## config.mk

```make
export PLATFORM = sky130hd
export DESIGN_NAME = sub_clock_interval_prescaler
export DESIGN_NICKNAME = d
export VERILOG_FILES = /design/src/hdl/sub_clock_interval_prescaler.v
export VERILOG_INCLUDE_DIRS = /design/src /design/src/common
export SDC_FILE = /design/constraint.sdc
export NUM_CORES = 1
export LEC_CHECK = 0
export ABC_AREA = 1
export CAP_MARGIN = 20
export CORE_ASPECT_RATIO = 1.75
export CORE_UTILIZATION = 36
export CTS_BUF_LIST = sky130_fd_sc_hd__clkbuf_8
export CTS_CLUSTER_DIAMETER = 50
export DETAILED_ROUTE_END_ITERATION = 16
export DONT_BUFFER_PORTS = 1
export GPL_TIMING_DRIVEN = 0
export SYNTH_ARGS = -nofsm -noshare
export SYNTH_HDL_FRONTEND = slang
export SYNTH_SLANG_ARGS = --single-unit
```

## constraint.sdc

```tcl
create_clock -name clock -period 3.3 [get_ports clock]
set_input_delay 0.495 -clock clock [delete_from_list [all_inputs] [get_ports clock]]
set_output_delay 0.495 -clock clock [all_outputs]
set_load 0.03 [all_outputs]
```

## src/common/interval_prescaler_map.vh

```
`ifndef INTERVAL_PRESCALER_MAP_VH
`define INTERVAL_PRESCALER_MAP_VH

// Register offsets
`define IPS_ADDR_CONTROL 3'h0
`define IPS_ADDR_STATUS 3'h1
`define IPS_ADDR_FLAG_CLEAR 3'h2
`define IPS_ADDR_COUNT_LO 3'h3
`define IPS_ADDR_COUNT_HI 3'h4

// Control register fields, then the status register flag bit
`define IPS_BIT_FLAG 7
`define IPS_BIT_ENABLE 6
`define IPS_SEL_HI 3
`define IPS_SEL_LO 1
`define IPS_BIT_CLEAR 0
`define IPS_BIT_STATUS_FLAG 0

// Reset values
`define IPS_CONTROL_RESET 8'h00
`define IPS_COUNT_RELOAD 16'hffff
`define IPS_WRAP_RELOAD 1'h1
`define IPS_ZERO_BYTE 8'h00

// Tap stage (n - 1) for each interval select code
`define IPS_TAP_SEL0 5'h0a
`define IPS_TAP_SEL1 5'h0b
`define IPS_TAP_SEL2 5'h0c
`define IPS_TAP_SEL3 5'h0d
`define IPS_TAP_SEL4 5'h09
`define IPS_TAP_SEL5 5'h0e
`define IPS_TAP_SEL6 5'h0f
`define IPS_TAP_SEL7 5'h10

`endif

```

## src/hdl/sub_clock_interval_prescaler.v

```verilog
// Decided for this implementation: the plain strobed port and the address map.
`timescale 1ns/1ps
`default_nettype none
`include "interval_prescaler_map.vh"

// Overview of operation
// Free-running 16-bit down-counter on divided clock
// Eight intervals, 2^n ticks, n 10..17
// Select one of eight taps among 17 stages
// Set flag on interval, except low-speed stop
// Interrupt request when flag and enable set
// Enabling with flag pending requests immediately
// Counter clear beats coincident tap overflow
// Handler writes zero to clear flag
// Set enable and clear flag together
// Tap output feeds watchdog count clock
// Counter clear also clears watchdog
// Clear reloads 0xffff; wraps after zero
// Control layout: flag7 enable6 select3:1 clear0
// Hardware clear on low-speed stop or main-mode oscillator off
// Reset clears counter and stops it
// Level interrupt, drops cycle after clear
module sub_clock_interval_prescaler #(
  parameter COUNT_WIDTH = 16,
  parameter ADDR_WIDTH = 3,
  parameter DATA_WIDTH = 8
) (
  // System
  input wire clock,
  input wire reset,
  // Register port
  input wire [ADDR_WIDTH-1:0] reg_addr,
  input wire [DATA_WIDTH-1:0] reg_wdata,
  input wire reg_write,
  input wire reg_read,
  output wire [DATA_WIDTH-1:0] reg_rdata,
  // Low-speed clock pins
  input wire crystal_low_speed_clock,
  input wire rc_low_speed_clock,
  // Clock controller status
  input wire crystal_osc_enable,
  input wire rc_osc_enable,
  input wire crystal_ready,
  input wire rc_ready,
  input wire low_speed_mode,
  input wire low_speed_source_rc,
  input wire stop_mode,
  // Watchdog side
  input wire watchdog_uses_prescaler,
  output wire watchdog_count_clock,
  output wire watchdog_clear,
  // Interrupt
  output wire interval_irq
);

  localparam CHAIN_WIDTH = COUNT_WIDTH + 1;

  // Tap stage index for a select code
  function [4:0] tap_of;
    input [2:0] sel;
    begin
      case (sel)
        3'h0: tap_of = `IPS_TAP_SEL0;
        3'h1: tap_of = `IPS_TAP_SEL1;
        3'h2: tap_of = `IPS_TAP_SEL2;
        3'h3: tap_of = `IPS_TAP_SEL3;
        3'h4: tap_of = `IPS_TAP_SEL4;
        3'h5: tap_of = `IPS_TAP_SEL5;
        3'h6: tap_of = `IPS_TAP_SEL6;
        default: tap_of = `IPS_TAP_SEL7;
      endcase
    end
  endfunction

  // Strobe aimed at one register; both write decodes share it, the read port decodes with a case
  function reg_hit;
    input strobe;
    input [ADDR_WIDTH-1:0] addr;
    input [ADDR_WIDTH-1:0] target;
    begin
      reg_hit = strobe & (addr == target);
    end
  endfunction

  // A level that was high last cycle and is low now
  function went_low;
    input prev;
    input level;
    begin
      went_low = prev & ~level;
    end
  endfunction

  // One byte of the live count for the read port
  function [DATA_WIDTH-1:0] count_byte;
    input [COUNT_WIDTH-1:0] value;
    input high;
    begin
      if (high) begin
        count_byte = value[COUNT_WIDTH-1:COUNT_WIDTH-DATA_WIDTH];
      end else begin
        count_byte = value[DATA_WIDTH-1:0];
      end
    end
  endfunction

  // Synchronisers for both low-speed pins
  reg crystal_meta_ff;
  reg crystal_sync_ff;
  reg crystal_prev_ff;
  reg rc_meta_ff;
  reg rc_sync_ff;
  reg rc_prev_ff;
  reg [2:0] settle_ff;

  always @(posedge clock or posedge reset) begin
    if (reset) begin
      crystal_meta_ff <= 1'b0;
      crystal_sync_ff <= 1'b0;
      crystal_prev_ff <= 1'b0;
      rc_meta_ff <= 1'b0;
      rc_sync_ff <= 1'b0;
      rc_prev_ff <= 1'b0;
      settle_ff <= 3'b000;
    end else begin
      crystal_meta_ff <= crystal_low_speed_clock;
      crystal_sync_ff <= crystal_meta_ff;
      crystal_prev_ff <= crystal_sync_ff;
      rc_meta_ff <= rc_low_speed_clock;
      rc_sync_ff <= rc_meta_ff;
      rc_prev_ff <= rc_sync_ff;
      settle_ff <= {settle_ff[1:0], 1'b1};
    end
  end

  // Edge history is trusted only once the chain has filled after reset;
  // otherwise a pin sitting high at release would look like a rising edge
  wire settled = settle_ff[2];
  wire crystal_rise = settled & crystal_sync_ff & ~crystal_prev_ff;
  wire rc_rise = settled & rc_sync_ff & ~rc_prev_ff;

  // Source choice: low-speed modes use their own oscillator only;
  // main modes prefer the crystal when both are stable.
  wire use_crystal = low_speed_mode ? ~low_speed_source_rc : crystal_ready;
  wire use_rc = low_speed_mode ? low_speed_source_rc : (~crystal_ready & rc_ready);

  // Registered one-hot source: the counter runs only from the cycle after a
  // source is usable, and edges of two sources are never mixed
  localparam [2:0] SRC_NONE = 3'b001;
  localparam [2:0] SRC_CRYSTAL = 3'b010;
  localparam [2:0] SRC_RC = 3'b100;

  reg [2:0] src_ff;
  reg [2:0] nxt_src;
  reg source_rise;

  always @* begin
    nxt_src = SRC_NONE;
    if (use_crystal) begin
      nxt_src = SRC_CRYSTAL;
    end else if (use_rc) begin
      nxt_src = SRC_RC;
    end
  end

  always @(posedge clock or posedge reset) begin
    if (reset) begin
      src_ff <= SRC_NONE;
    end else begin
      src_ff <= nxt_src;
    end
  end

  always @* begin
    case (src_ff)
      SRC_CRYSTAL: source_rise = crystal_rise;
      SRC_RC: source_rise = rc_rise;
      SRC_NONE: source_rise = 1'b0;
      default: source_rise = 1'b0;
    endcase
  end

  // Hardware clear sources
  reg stop_prev_ff;
  reg crystal_en_prev_ff;
  reg rc_en_prev_ff;

  always @(posedge clock or posedge reset) begin
    if (reset) begin
      stop_prev_ff <= 1'b0;
      crystal_en_prev_ff <= 1'b0;
      rc_en_prev_ff <= 1'b0;
    end else begin
      stop_prev_ff <= stop_mode;
      crystal_en_prev_ff <= crystal_osc_enable;
      rc_en_prev_ff <= rc_osc_enable;
    end
  end

  // Both cases need the oscillator to restart, so the running count is void
  wire stop_entry = stop_mode & ~stop_prev_ff & low_speed_mode;
  wire crystal_stopped = went_low(crystal_en_prev_ff, crystal_osc_enable);
  wire rc_stopped = went_low(rc_en_prev_ff, rc_osc_enable);
  wire osc_disabled = ~low_speed_mode & (crystal_stopped | rc_stopped);

  // Control register
  reg flag_ff;
  reg enable_ff;
  reg [2:0] select_ff;
  reg [DATA_WIDTH-1:0] rdata_ff;

  wire ctrl_write = reg_hit(reg_write, reg_addr, `IPS_ADDR_CONTROL);
  wire flag_clear_write = reg_hit(reg_write, reg_addr, `IPS_ADDR_FLAG_CLEAR);
  wire sw_clear = ctrl_write & reg_wdata[`IPS_BIT_CLEAR];
  wire hw_clear = stop_entry | osc_disabled;
  wire counter_clear = sw_clear | hw_clear;

  // Counter chain: 16 counter bits plus one wrap stage gives 17 stages
  reg div_ff;
  reg [COUNT_WIDTH-1:0] count_ff;
  reg wrap_ff;
  reg [CHAIN_WIDTH-1:0] nxt_chain;
  reg elapsed;
  reg [4:0] tap;

  // Seventeen stages: sixteen count bits with the wrap stage on top
  wire [CHAIN_WIDTH-1:0] chain = {wrap_ff, count_ff};
  // Every second edge of the chosen source is one count tick
  wire tick = source_rise & div_ff;

  always @* begin
    tap = tap_of(select_ff);
    nxt_chain = chain - {{(CHAIN_WIDTH-1){1'b0}}, 1'b1};
    // Down-counting borrow into the tap marks one full interval
    elapsed = tick & ~chain[tap] & nxt_chain[tap];
  end

  always @(posedge clock or posedge reset) begin
    if (reset) begin
      div_ff <= 1'b0;
      count_ff <= `IPS_COUNT_RELOAD;
      wrap_ff <= `IPS_WRAP_RELOAD;
    end else begin
      // A clear restarts the divide-by-two too, so the first interval is whole
      if (counter_clear) begin
        div_ff <= 1'b0;
        count_ff <= `IPS_COUNT_RELOAD;
        wrap_ff <= `IPS_WRAP_RELOAD;
      end else begin
        if (source_rise) begin
          div_ff <= ~div_ff;
        end
        if (tick) begin
          count_ff <= nxt_chain[COUNT_WIDTH-1:0];
          wrap_ff <= nxt_chain[CHAIN_WIDTH-1];
        end
      end
    end
  end

  // Flag: interval event beats a simultaneous clear write, counter clear beats event
  wire low_speed_stop = stop_mode & low_speed_mode;
  wire flag_set = elapsed & ~counter_clear & ~low_speed_stop;
  wire ctrl_flag_zero = ctrl_write & ~reg_wdata[`IPS_BIT_FLAG];
  wire status_flag_clear = flag_clear_write & reg_wdata[`IPS_BIT_STATUS_FLAG];
  wire flag_wr_clear = ctrl_flag_zero | status_flag_clear;

  always @(posedge clock or posedge reset) begin
    if (reset) begin
      flag_ff <= 1'b0;
      enable_ff <= 1'b0;
      select_ff <= 3'h0;
    end else begin
      if (flag_set) begin
        flag_ff <= 1'b1;
      end else if (flag_wr_clear) begin
        flag_ff <= 1'b0;
      end
      if (ctrl_write) begin
        enable_ff <= reg_wdata[`IPS_BIT_ENABLE];
        select_ff <= reg_wdata[`IPS_SEL_HI:`IPS_SEL_LO];
      end
    end
  end

  // Read port: data in the cycle after the strobe only
  // Count bytes are live, so software reads high, low, high to catch a carry
  reg [DATA_WIDTH-1:0] nxt_rdata;

  always @* begin
    nxt_rdata = `IPS_ZERO_BYTE;
    if (reg_read) begin
      case (reg_addr)
        `IPS_ADDR_CONTROL: begin
          nxt_rdata[`IPS_BIT_FLAG] = flag_ff;
          nxt_rdata[`IPS_BIT_ENABLE] = enable_ff;
          nxt_rdata[`IPS_SEL_HI:`IPS_SEL_LO] = select_ff;
        end
        `IPS_ADDR_STATUS: begin
          nxt_rdata[`IPS_BIT_STATUS_FLAG] = flag_ff;
        end
        `IPS_ADDR_COUNT_LO: begin
          nxt_rdata = count_byte(count_ff, 1'b0);
        end
        `IPS_ADDR_COUNT_HI: begin
          nxt_rdata = count_byte(count_ff, 1'b1);
        end
        default: begin
          nxt_rdata = `IPS_ZERO_BYTE;
        end
      endcase
    end
  end

  always @(posedge clock or posedge reset) begin
    if (reset) begin
      rdata_ff <= `IPS_ZERO_BYTE;
    end else begin
      rdata_ff <= nxt_rdata;
    end
  end

  assign reg_rdata = rdata_ff;

  // Watchdog side: level of the selected tap and a clear pulse
  // Any counter clear restarts the tap, so with watchdog_uses_prescaler set the watchdog count restarts too
  reg wd_clock_ff;
  reg wd_clear_ff;

  always @(posedge clock or posedge reset) begin
    if (reset) begin
      wd_clock_ff <= 1'b0;
      wd_clear_ff <= 1'b0;
    end else begin
      wd_clock_ff <= chain[tap];
      wd_clear_ff <= counter_clear & watchdog_uses_prescaler;
    end
  end

  assign watchdog_count_clock = wd_clock_ff;
  assign watchdog_clear = wd_clear_ff;

  // Level from two flops, so a pending flag shows the cycle enable lands
  assign interval_irq = flag_ff & enable_ff;

endmodule // sub_clock_interval_prescaler
`default_nettype wire

```

Yosys cells after proc, flatten, opt, wreduce, memory -nomap -nowiden
Index checks and enable logic that the tools add are counted.
W data, S select, Z words.
- register bits after elaboration: 48
- input bits: 25
- output and inout port bits: 11
- $add $sub $neg: 1
- order comparisons: 1
- equal/unequal tests: 12
- mux-type cells: 23
- bitwise gates (word level): 40
- reduce and logical (&&, ||, !) cells: 5
- operators with widths (kind ; count):
    $pmux W5 S7 ; 1
    $mux W16 ; 2
    $and A1 B1 Y1 ; 23
    $sub A17 B1 Y17 const B ; 1
    $eq A3 B2 Y1 const B ; 5
    $eq A3 B3 Y1 const B ; 5
    $not A1 Y1 ; 13
    $bmux W1 S5 ; 2
    $mux W1 ; 10
    $pmux W3 S3 ; 1
    $mux W8 ; 1
    $eq A3 B1 Y1 const B ; 2
    $logic_not A3 Y1 ; 2
    $lt A5 B6 Y1 const B ; 1
    $mux W3 ; 2
    $pmux W2 S3 ; 1
    $reduce_bool A2 Y1 ; 3
    $or A1 B1 Y1 ; 4
    $pmux W2 S2 ; 1
    $pmux W1 S3 ; 1
    $pmux W1 S2 ; 1

Longest topological paths before layout
Gate-level depths: netlist of the first run.
- word-level depth: 10
- gate-level depth with buffers: 14

Least setup slack after synthesis of the first run
OpenSTA, ideal clock, no wires.
- kind: register -> register
- start point: reg count_ff[0]
- end point: reg flag_ff
- arrival time: 1.557 ns
- data required time: 3.179 ns
- setup slack: 1.622 ns
- cell stages (with the launch flop): 11
- period minus slack after synthesis: 1.678 ns
- cells stage by stage: dfstp_2 inv_1 ha_1 nand2_2 nor2_4 nand4_2 xor2_1 and2_4 nor2_2 nand2_1 nand2_1
- cells in the longest elaborated chain, start to end: 8
- ends and longest elaborated chain (element ; RTL line ; RTL):
    start, declared ; sub_clock_interval_prescaler.v:220 ; reg [COUNT_WIDTH-1:0] count_ff;
    start signal, assigned ; sub_clock_interval_prescaler.v:241 ; count_ff <= `IPS_COUNT_RELOAD;
    start signal, assigned ; sub_clock_interval_prescaler.v:247 ; count_ff <= `IPS_COUNT_RELOAD;
    start signal, assigned ; sub_clock_interval_prescaler.v:254 ; count_ff <= nxt_chain[COUNT_WIDTH-1:0];
    parallel branches: the longest is 4 deep, another holds $sub A17 B1 Y17 ; -- ;
    $and A1 B1 Y1 (*) ; sub_clock_interval_prescaler.v:235 ; elapsed = tick & ~chain[tap] & nxt_chain[tap];
    $and A1 B1 Y1 (*) (2 in series) ; sub_clock_interval_prescaler.v:263 ; wire flag_set = elapsed & ~counter_clear & ~low_speed_stop;
    $mux W1 / $reduce_bool A2 Y1 (equally long branches) ; -- ;
    end signal, assigned ; sub_clock_interval_prescaler.v:270 ; flag_ff <= 1'b0;
    end signal, assigned ; sub_clock_interval_prescaler.v:275 ; flag_ff <= 1'b1;
    end signal, assigned ; sub_clock_interval_prescaler.v:277 ; flag_ff <= 1'b0;
    end, declared ; sub_clock_interval_prescaler.v:207 ; reg flag_ff;
Every way passes the cells marked *. The select of a mux whose other input is x is not followed.
A chain may end at the register's enable or synchronous reset.

Worst setup path after layout of the first run
Ends and elaborated chain as after synthesis.

==> impl_metrics.env, run 1 <==
export IMPL_status="finished, final reports clean"
export IMPL_numCtsBuffers=5
export IMPL_finalSetupTns_ns=0
export IMPL_path_delay_family="simple AND/OR/NAND/NOR gates"
export IMPL_clock_latency_ns=0.31
export IMPL_hold_buffers=0
export IMPL_drive_gt1_share_pct=18.6
export IMPL_grt_overflow=0
export IMPL_vdd_drop_max_mv=0.170
export IMPL_die_h_um=115
export IMPL_finalCriticalPeriod_ns=1.85
export IMPL_grt_pass1_wl_um=10000
export IMPL_slew_violations=0
export IMPL_layout_commonest_cell="nand2_1"
export IMPL_die_w_um=66.6
export IMPL_place_gp_congestion=0.871
export IMPL_hpwl_um=4820
export IMPL_drtPass1Iterations=4
export IMPL_period_share_pct=56.2
export IMPL_cts_repair_resized=0
export IMPL_ys_seq_elements=48
export IMPL_cts_buffer_depth=2
export IMPL_first_iter_violations=113
export IMPL_worst_pin_slew_ns=0.568
export IMPL_placement_io_buffers=0
export IMPL_yosysWarnings=0
export IMPL_synthDistinctLibCells=36
export IMPL_num_antenna_cells=0
export IMPL_crit_type="flop to flop"
export IMPL_hp_class="primary input to asynchronous set/reset pin"
export IMPL_antenna_found_initial=0
export IMPL_setup_viol=0
export IMPL_crit_buf_inv=1
export IMPL_fin_skew_ns=0.00728
export IMPL_start_util_pct=37.7
export IMPL_io_pins=36
export IMPL_fin_cells=428
export IMPL_synth_area_per_cell_um2=7.84
export IMPL_drc_errors=0
export IMPL_hold_viol=0
export IMPL_synthArstFlopShare_pct=100
export IMPL_wl_um=6290
export IMPL_max_stage_delay_ns=0.56
export IMPL_clock_fmax_ghz=0.539
export IMPL_synth_main_ff_cell="dfrtp_1"
export IMPL_p_per_area_nw_per_um2=489
export IMPL_netlist_instances=335
export IMPL_final_core_util_pct=41.3
export IMPL_area_delta_synth_final_pct=9.44
export IMPL_viasPerCell=5.09
export IMPL_clk_pin_slew_worst_paths_ns=0.09
export IMPL_grt_usage_pct=17.9
export IMPL_path_common_cell="nand2_1"
export IMPL_p_leak_nw=1.43
export IMPL_final_cell_area_um2=2870
export IMPL_startpoint_type="flop"
export IMPL_placed_area_um2=2760
export IMPL_layout_common_cells="nand2_1 (90), inv_1 (43), nand3_1 (35)"
export IMPL_cts_sinks=48
export IMPL_grt_max_degree=27
export IMPL_fp_row_count=40
export IMPL_nets=369
export IMPL_syn_nets=361
export IMPL_timing_slew_headroom_pct=62.0
export IMPL_maxCapViolations=0
export IMPL_path_cells="inv_1 -> ha_1 -> nand2_2 -> nor2_4 -> nand4_2 -> xor2_1 -> and2_4 -> nor2_2 -> nand2_1 -> nand2_1"
export IMPL_cts_tree="yes"
export IMPL_htreeDepth=2
export IMPL_ctsRootBufferMaster="clkbuf_8"
export IMPL_dieArea_um2=7650
export IMPL_synth_edff_count=0
export IMPL_endpoint_kind="flop"
export IMPL_critPathMaxFanout=5
export IMPL_grt_pass1_vias=2114
export IMPL_syn_cell_area_um2=2630
export IMPL_dp_cells=420
export IMPL_cp_required_ns=3.50
export IMPL_cts_setup_buffers=0
export IMPL_ys_seq_area_share_pct=46.6
export IMPL_rsz0062_at_grt="false"
export IMPL_fp_coreArea_um2=6960
export IMPL_routedWlPerCell_um=14.7
export IMPL_crit_arrival_ns=2.06
export IMPL_via_count=2180
export IMPL_crit_slowest_cell="dfstp_2"
export IMPL_antenna_left=0
## report_power, final
part / total, W / switching [W] / leakage (nW) / internal [W]
logic: 0.000262 / 0.000175 / 0.810 / 0.0000865
clock network: 0.000448 / 0.000219 / 0.0548 / 0.000229
registers: 0.000696 / 0.0000595 / 0.562 / 0.000637
## Yosys cell counts (all sizes together), types with 3 or more instances
cell type	instances	area [µm²]
nand2	99	423
inv	53	206
nor2	37	188
nand3	36	193
dfrtp	30	751
o21ai	21	105
dfstp	18	473
a21oi	15	78.8
nand4	5	43.8
nor3	4	30.0
a31oi	3	18.8
and2	3	21.3
## cell type report
type / instances / area (µm²)
fillers: 719 / 4080
flip-flops and latches: 48 / 1220
multi-input cells: 234 / 1190
inverters: 53 / 206
well taps: 84 / 105
clock buffers: 5 / 68.8
clock inverters: 3 / 46.3
repair buffers: 1 / 27.5
## cells by family after synthesis
logic type                 after synthesis  share of synthesized area [%]
and+or+nand+nor                        186                           34.7
DFF                                     48                           46.6
AOI/OAI and AO/OA                       45                           9.82
xor gates and xnor gates                 1                          0.334
adders and majority gates                1                          0.477
buffers and inverters                   53                           7.87
other                                    1                          0.143
## per-layer routing
layer	track usage, %	share of wire [%]	routed length (µm)
met1	19.0	39	2430
met2	33.1	55	3470
met3	2.78	3.6	226
met4	8.51	2.6	161
met5	0	0	0
## stage by stage
| step | power (W) | setup WS [ns] | hold slack, ns |
|---|---|---|---|
| 2_1_floorplan | 0.000901 | 1.62 | 0.331 |
| 3_3_place_gp | 0.000961 | 1.16 | 0.333 |
| 3_5_place_dp | 0.000969 | 1.46 | 0.335 |
| 4_1_cts | 0.00142 | 1.44 | 0.123 |
| 5_1_grt | 0.00149 | 1.31 | 0.131 |
| 6_report | 0.00141 | 1.45 | 0.108 |
## flip-flops by register name, indices dropped and copies added (netlist names), 3 cells and up
| register | count |
|---|---|
| count_ff | 16 |
| settle_ff | 3 |
| reg_rdata | 8 |
| src_ff | 3 |
| select_ff | 3 |
## worst paths after layout
check                      cells after the start            to  slack [ns]          startpoint
max                                           10       flag_ff        1.45         count_ff[0]
min                                            1  reg_rdata[1]        0.11               reset
max reg2reg                                   10       flag_ff        1.45         count_ff[0]
min reg2reg                                    0    rc_sync_ff        0.36          rc_meta_ff
max in group asynchronous                      2   count_ff[0]        2.60               reset
min in group clock                             0    rc_meta_ff        0.20  rc_low_speed_clock
Note: power is estimated with default switching activity, not from simulation.
==> inputs of run 2 (changes only) <==
==> constraint.sdc (replaced) <==
create_clock -name clock -period 1.56 [get_ports clock]
set_input_delay 0.234 -clock clock [delete_from_list [all_inputs] [get_ports clock]]
set_output_delay 0.234 -clock clock [all_outputs]
set_load 0.03 [all_outputs]
==> run 2 against run 1 <==
- the run now ends with negative setup slack left
- highest routed layer unchanged
- worst setup slack got worse by 1.6 ns
- register-to-register slack got worse by 1.6 ns
- largest cell class is now multi-input combinational cells
- clock skew hardly changed
==> impl_metrics.env, run 2 (synthesized netlist as in run 1, its figures left out) <==
export IMPL_status="complete, but fails checks"
export IMPL_violations="negative setup slack"
export IMPL_num_antenna_cells=0
export IMPL_holdPathEnd="watchdog_clear"
export IMPL_setup_ws_ns=-0.110
export IMPL_fp_coreArea_um2=6960
export IMPL_vdd_drop_max_mv=0.326
export IMPL_place_gp_congestion=0.912
export IMPL_setup_viol=1
export IMPL_ff2ff_setup_slack_ns=-0.11
export IMPL_fp_row_count=40
export IMPL_whs_path_depth=2
export IMPL_fin_skew_ns=0.00706
export IMPL_slew_violations=0
export IMPL_startpoint_type="flop"
export IMPL_start_util_pct=37.7
export IMPL_cp_required_ns=1.77
export IMPL_die_w_um=66.6
export IMPL_wl_um=6710
export IMPL_hold_viol=0
export IMPL_clk_pin_slew_worst_paths_ns=0.09
export IMPL_maxCapViolations=0
export IMPL_cts_tree="yes"
export IMPL_crit_path_start="count_ff[0]"
export IMPL_ctsRootBufferMaster="clkbuf_8"
export IMPL_rsz0062_at_grt="true"
export IMPL_top_register="count_ff"
export IMPL_io_pins=36
export IMPL_layout_commonest_cell="nand2_1"
export IMPL_drc_errors=0
export IMPL_nets=391
export IMPL_area_delta_synth_final_pct=24.6
export IMPL_clock_fmax_ghz=0.599
export IMPL_dieArea_um2=7650
export IMPL_largest_reg_flops=16
export IMPL_holdWs_ns=0.0165
export IMPL_die_h_um=115
export IMPL_drtPass1Iterations=4
export IMPL_drive_gt1_share_pct=29.0
export IMPL_viasPerCell=5.16
export IMPL_grt_pass1_vias=2432
export IMPL_via_count=2321
export IMPL_grt_pass1_wl_um=11200
export IMPL_endpoint_kind="flop"
export IMPL_timing_rr_end="flag_ff"
export IMPL_clock_latency_ns=0.31
export IMPL_grt_usage_pct=19.7
export IMPL_numCtsBuffers=5
export IMPL_cts_sinks=48
export IMPL_grt_overflow=0
export IMPL_place_ws_ns=-0.174
export IMPL_first_iter_violations=129
export IMPL_finalCriticalPeriod_ns=1.67
export IMPL_cts_buffer_depth=2
export IMPL_htreeDepth=2
export IMPL_antenna_left=0
export IMPL_ff2ff_path_depth=10
export IMPL_grt_max_degree=35
export IMPL_period_share_pct=107
export IMPL_routedWlPerCell_um=14.9
export IMPL_p_per_area_nw_per_um2=993
export IMPL_antenna_found_initial=0
export IMPL_hp_start="watchdog_uses_prescaler"
export IMPL_r2r_start="count_ff[0]"
export IMPL_hpwl_um=4950
export IMPL_crit_type="flop to flop"
export IMPL_crit_arrival_ns=1.88
export IMPL_layout_common_cells="nand2_1 (87), inv_1 (41), nand3_1 (32)"
export IMPL_p_leak_nw=1.59
export IMPL_hp_class="primary input to flop"
export IMPL_critPathMaxFanout=5
export IMPL_placement_io_buffers=0
-- run 2: cell count changes in the layout (fill, tap and decap cells not counted), sizes merged --
cell / before / now
bufinv: 1 / 2
buf: 1 / 17
dlygate4sd3: 0 / 6
clkinvlp: 1 / 0
-- run 2: worst max-delay path: stages (launching register included) --
cell and delay [ns]:
dfstp_2 0.40, inv_4 0.08, ha_4 0.19, nand2_8 0.08
nor2_4 0.20, nand4_4 0.11, xor2_2 0.19, and2_4 0.17
nor2_4 0.03, nand2_2 0.07, nand2_1 0.05
-- run 2: report_power, final --
group,leakage (nW),switching [W],internal [W],total (W)
sequential,0.560,0.000141,0.00135,0.00149
clock,0.0687,0.000452,0.000645,0.00110
combinational,0.957,0.000424,0.000238,0.000662
-- run 2: how the worst max path moves through the flow --
stage	end	slack [ns]	depth (start not counted)
finish	flag_ff	-0.11	10
detailed placement	flag_ff	-0.17	10
global route	flag_ff	-0.23	10
CTS	flag_ff	-0.09	12
global placement	settle_ff[0]	-0.35	1
floorplan	flag_ff	0.008	10
-- run 2: metal layers --
layer | vias up | global-route usage (%) | wire length [µm] | part of all wire [%]
met3 | 24 | 3.77 | 243 | 3.6
met5 | - | 0 | 0 | 0
li1 | 1127 | - | - | -
met2 | 57 | 34.1 | 3660 | 55
met1 | 1113 | 20.4 | 2430 | 36
met4 | 0 | 14.9 | 367 | 5.5
-- run 2: cell type report --
type | count | area (µm²)
clock buffer | 5 | 68.8
tap | 84 | 105
timing repair buffer | 23 | 213
multi-input combinational | 234 | 1370
inverter | 53 | 224
sequential | 48 | 1230
clock inverter | 3 | 68.8
fill | 679 | 3680
-- run 2: metrics by stage --
step                std cells  cell area (µm²)  util [%]  TNS (ns)  power, W
finish                    450             3270      47.0    -0.110   0.00325
global route              450             3270      47.0    -0.390   0.00344
CTS                       444             3120      44.8   -0.0855   0.00322
detailed placement        420             2770      39.8    -0.356   0.00208
global placement          419             2750      39.5    -10.51   0.00205
floorplan                 335             2640         -         0   0.00192
-- run 2: what timing repair did --
item                                    in CTS  in global routing
endpoints found under the hold margin       18                  0
setup buffers                               10                  6
endpoints found under the setup margin       3                 10
gates resized for setup                     19                 26
hold buffers                                 6                  0
pin swaps                                   15                 10
==> inputs of run 3 (changes only) <==
--- a/config.mk
+++ b/config.mk
@@ -15,6 +15,7 @@
 export DETAILED_ROUTE_END_ITERATION = 16
 export DONT_BUFFER_PORTS = 1
 export GPL_TIMING_DRIVEN = 0
+export PLACE_DENSITY = 0.51
 export SYNTH_ARGS = -nofsm -noshare
 export SYNTH_HDL_FRONTEND = slang
 export SYNTH_SLANG_ARGS = --single-unit
==> run 3 against run 2 <==
- cell count grew 1.3%
- cell area decreased by 2.3%
- clock power down 29%
- sequential share of layout area is 0.88 points higher
- via count is 1.1% lower
- the run still ends with negative setup slack left
- die area unchanged
- first-iteration DRC count decreased by 4.7%
- wire length about the same
- sequential cell count did not move
==> impl_metrics.env, run 3 (synthesized netlist as in run 1, its figures left out) <==
export IMPL_status="complete, but fails checks"
export IMPL_violations="negative setup slack"
export IMPL_layout_commonest_cell="nand2_1"
export IMPL_place_ws_ns=-0.189
export IMPL_cp_required_ns=1.76
export IMPL_setup_viol=1
export IMPL_n_fill_cell=705
export IMPL_area_delta_synth_final_pct=21.8
export IMPL_crit_type="flop to flop"
export IMPL_die_w_um=66.6
export IMPL_fp_coreArea_um2=6960
export IMPL_drc_errors=0
export IMPL_dp_cells=420
export IMPL_period_share_pct=104
export IMPL_clock_latency_ns=0.31
export IMPL_cts_sinks=48
export IMPL_wl_um=6710
export IMPL_fp_row_count=40
export IMPL_placement_io_buffers=0
export IMPL_hp_class="primary input to flop"
export IMPL_crit_arrival_ns=1.82
export IMPL_clk_pin_slew_worst_paths_ns=0.09
export IMPL_antenna_left=0
export IMPL_drive_gt1_share_pct=28.2
export IMPL_path_common_cell="nand3_1"
export IMPL_cts_buffer_depth=2
export IMPL_place_gp_congestion=0.846
export IMPL_fin_skew_ns=0.00449
export IMPL_hpwl_um=5130
export IMPL_dieArea_um2=7650
export IMPL_grt_usage_pct=19.0
export IMPL_nets=397
export IMPL_antenna_found_initial=0
export IMPL_ff2ff_setup_slack_ns=-0.06
export IMPL_via_count=2295
export IMPL_path_cells="inv_4 -> ha_4 -> nand2_1 -> nor2_2 -> nand3_1 -> nand2_1 -> nand3_1 -> nand3_1 -> nand3_1 -> nand3_1 -> nand2_1 -> nand2_1"
export IMPL_io_pins=36
export IMPL_fin_cells=456
export IMPL_num_antenna_cells=0
export IMPL_final_seq_area_um2=1230
export IMPL_first_iter_violations=123
export IMPL_endpoint_kind="flop"
export IMPL_grt_pass1_wl_um=10700
export IMPL_grt_max_degree=36
export IMPL_cts_tree="yes"
export IMPL_maxCapViolations=0
export IMPL_grt_overflow=0
export IMPL_start_util_pct=37.7
export IMPL_rsz0062_at_grt="true"
export IMPL_drtPass1Iterations=4
export IMPL_crit_buf_inv=1
export IMPL_die_h_um=115
export IMPL_viasPerCell=5.03
export IMPL_clock_fmax_ghz=0.619
export IMPL_crit_slowest_cell="dfstp_2"
export IMPL_vdd_drop_max_mv=0.550
export IMPL_critPathMaxFanout=4
export IMPL_routedWlPerCell_um=14.7
export IMPL_numCtsBuffers=5
export IMPL_setup_ws_ns=-0.0565
export IMPL_finalSetupTns_ns=-0.0565
export IMPL_finalCriticalPeriod_ns=1.62
export IMPL_path_delay_family="simple AND/OR/NAND/NOR gates"
export IMPL_hold_viol=0
export IMPL_finalPower_w=0.00292
export IMPL_max_stage_delay_ns=0.57
export IMPL_ctsRootBufferMaster="clkbuf_8"
export IMPL_layout_common_cells="nand2_1 (87), inv_1 (41), nand3_1 (35)"
export IMPL_multi_input_comb_area_um2=1300
export IMPL_p_leak_nw=1.57
export IMPL_largest_reg_flops=16
export IMPL_grt_pass1_vias=2257
export IMPL_top_register="count_ff"
export IMPL_htreeDepth=2
export IMPL_startpoint_type="flop"
export IMPL_slew_violations=0
export IMPL_p_per_area_nw_per_um2=915
run 3: cell count changes in the layout (fill, tap and decap cells not counted), sizes merged:
| cell | delta |
|---|---|
| clkbuf | +1 |
| clkinvlp | +2 |
| bufinv | -2 |
| inv | -1 |
| buf | +6 |
run 3: what timing repair did:
item                       4_1_cts  5_1_grt
buffers inserted                10       12
setup endpoints to repair        3       12
pin swaps                       10        4
hold buffers                     6        0
resized for setup               15       15
hold endpoints to repair        13        0
run 3: area by class of cell:
class                           instances  area share [%]
Clock inverter                          2           0.470
Timing Repair Buffer                   29            7.91
Tap cell                               84            3.29
Inverter                               53            6.77
Multi-Input combinational cell        234            40.6
Clock buffer                            6            2.58
Sequential cell                        48            38.4
run 3: per-stage QoR:
| step | hold slack [ns] | utilization [%] | cell area, µm² |
|---|---|---|---|
| global route | 0.0275 | 46.0 | 3200 |
| CTS | 0.0148 | 44.0 | 3060 |
| detailed placement | 0.106 | 39.8 | 2770 |
| finish | 0.0231 | 46.0 | 3200 |
| global placement | 0.266 | 39.5 | 2750 |
| floorplan | 0.265 | - | 2640 |
run 3: path summary, 6_finish.rpt:
path / startpoint / to / cells after the start
max: count_ff[1] / flag_ff / 12
min: watchdog_uses_prescaler / watchdog_clear / 2
max reg2reg: count_ff[1] / flag_ff / 12
min reg2reg: rc_meta_ff / rc_sync_ff / 0
max in group asynchronous: reset / count_ff[12] / 3
min in group asynchronous: reset / enable_ff / 2
run 3: where the power goes:
group	total [W]	leakage, nW	switching (W)	internal, W
registers	0.00147	0.560	0.000123	0.00135
logic	0.000668	0.962	0.000422	0.000246
clock network	0.000784	0.0434	0.000425	0.000359
run 3: per-layer routing:
layer / routed length (µm) / GRT usage, %
met3: 142 / 3.57
met2: 3770 / 35.8
met1: 2540 / 18.2
met4: 253 / 11.6
met5: 0 / 0
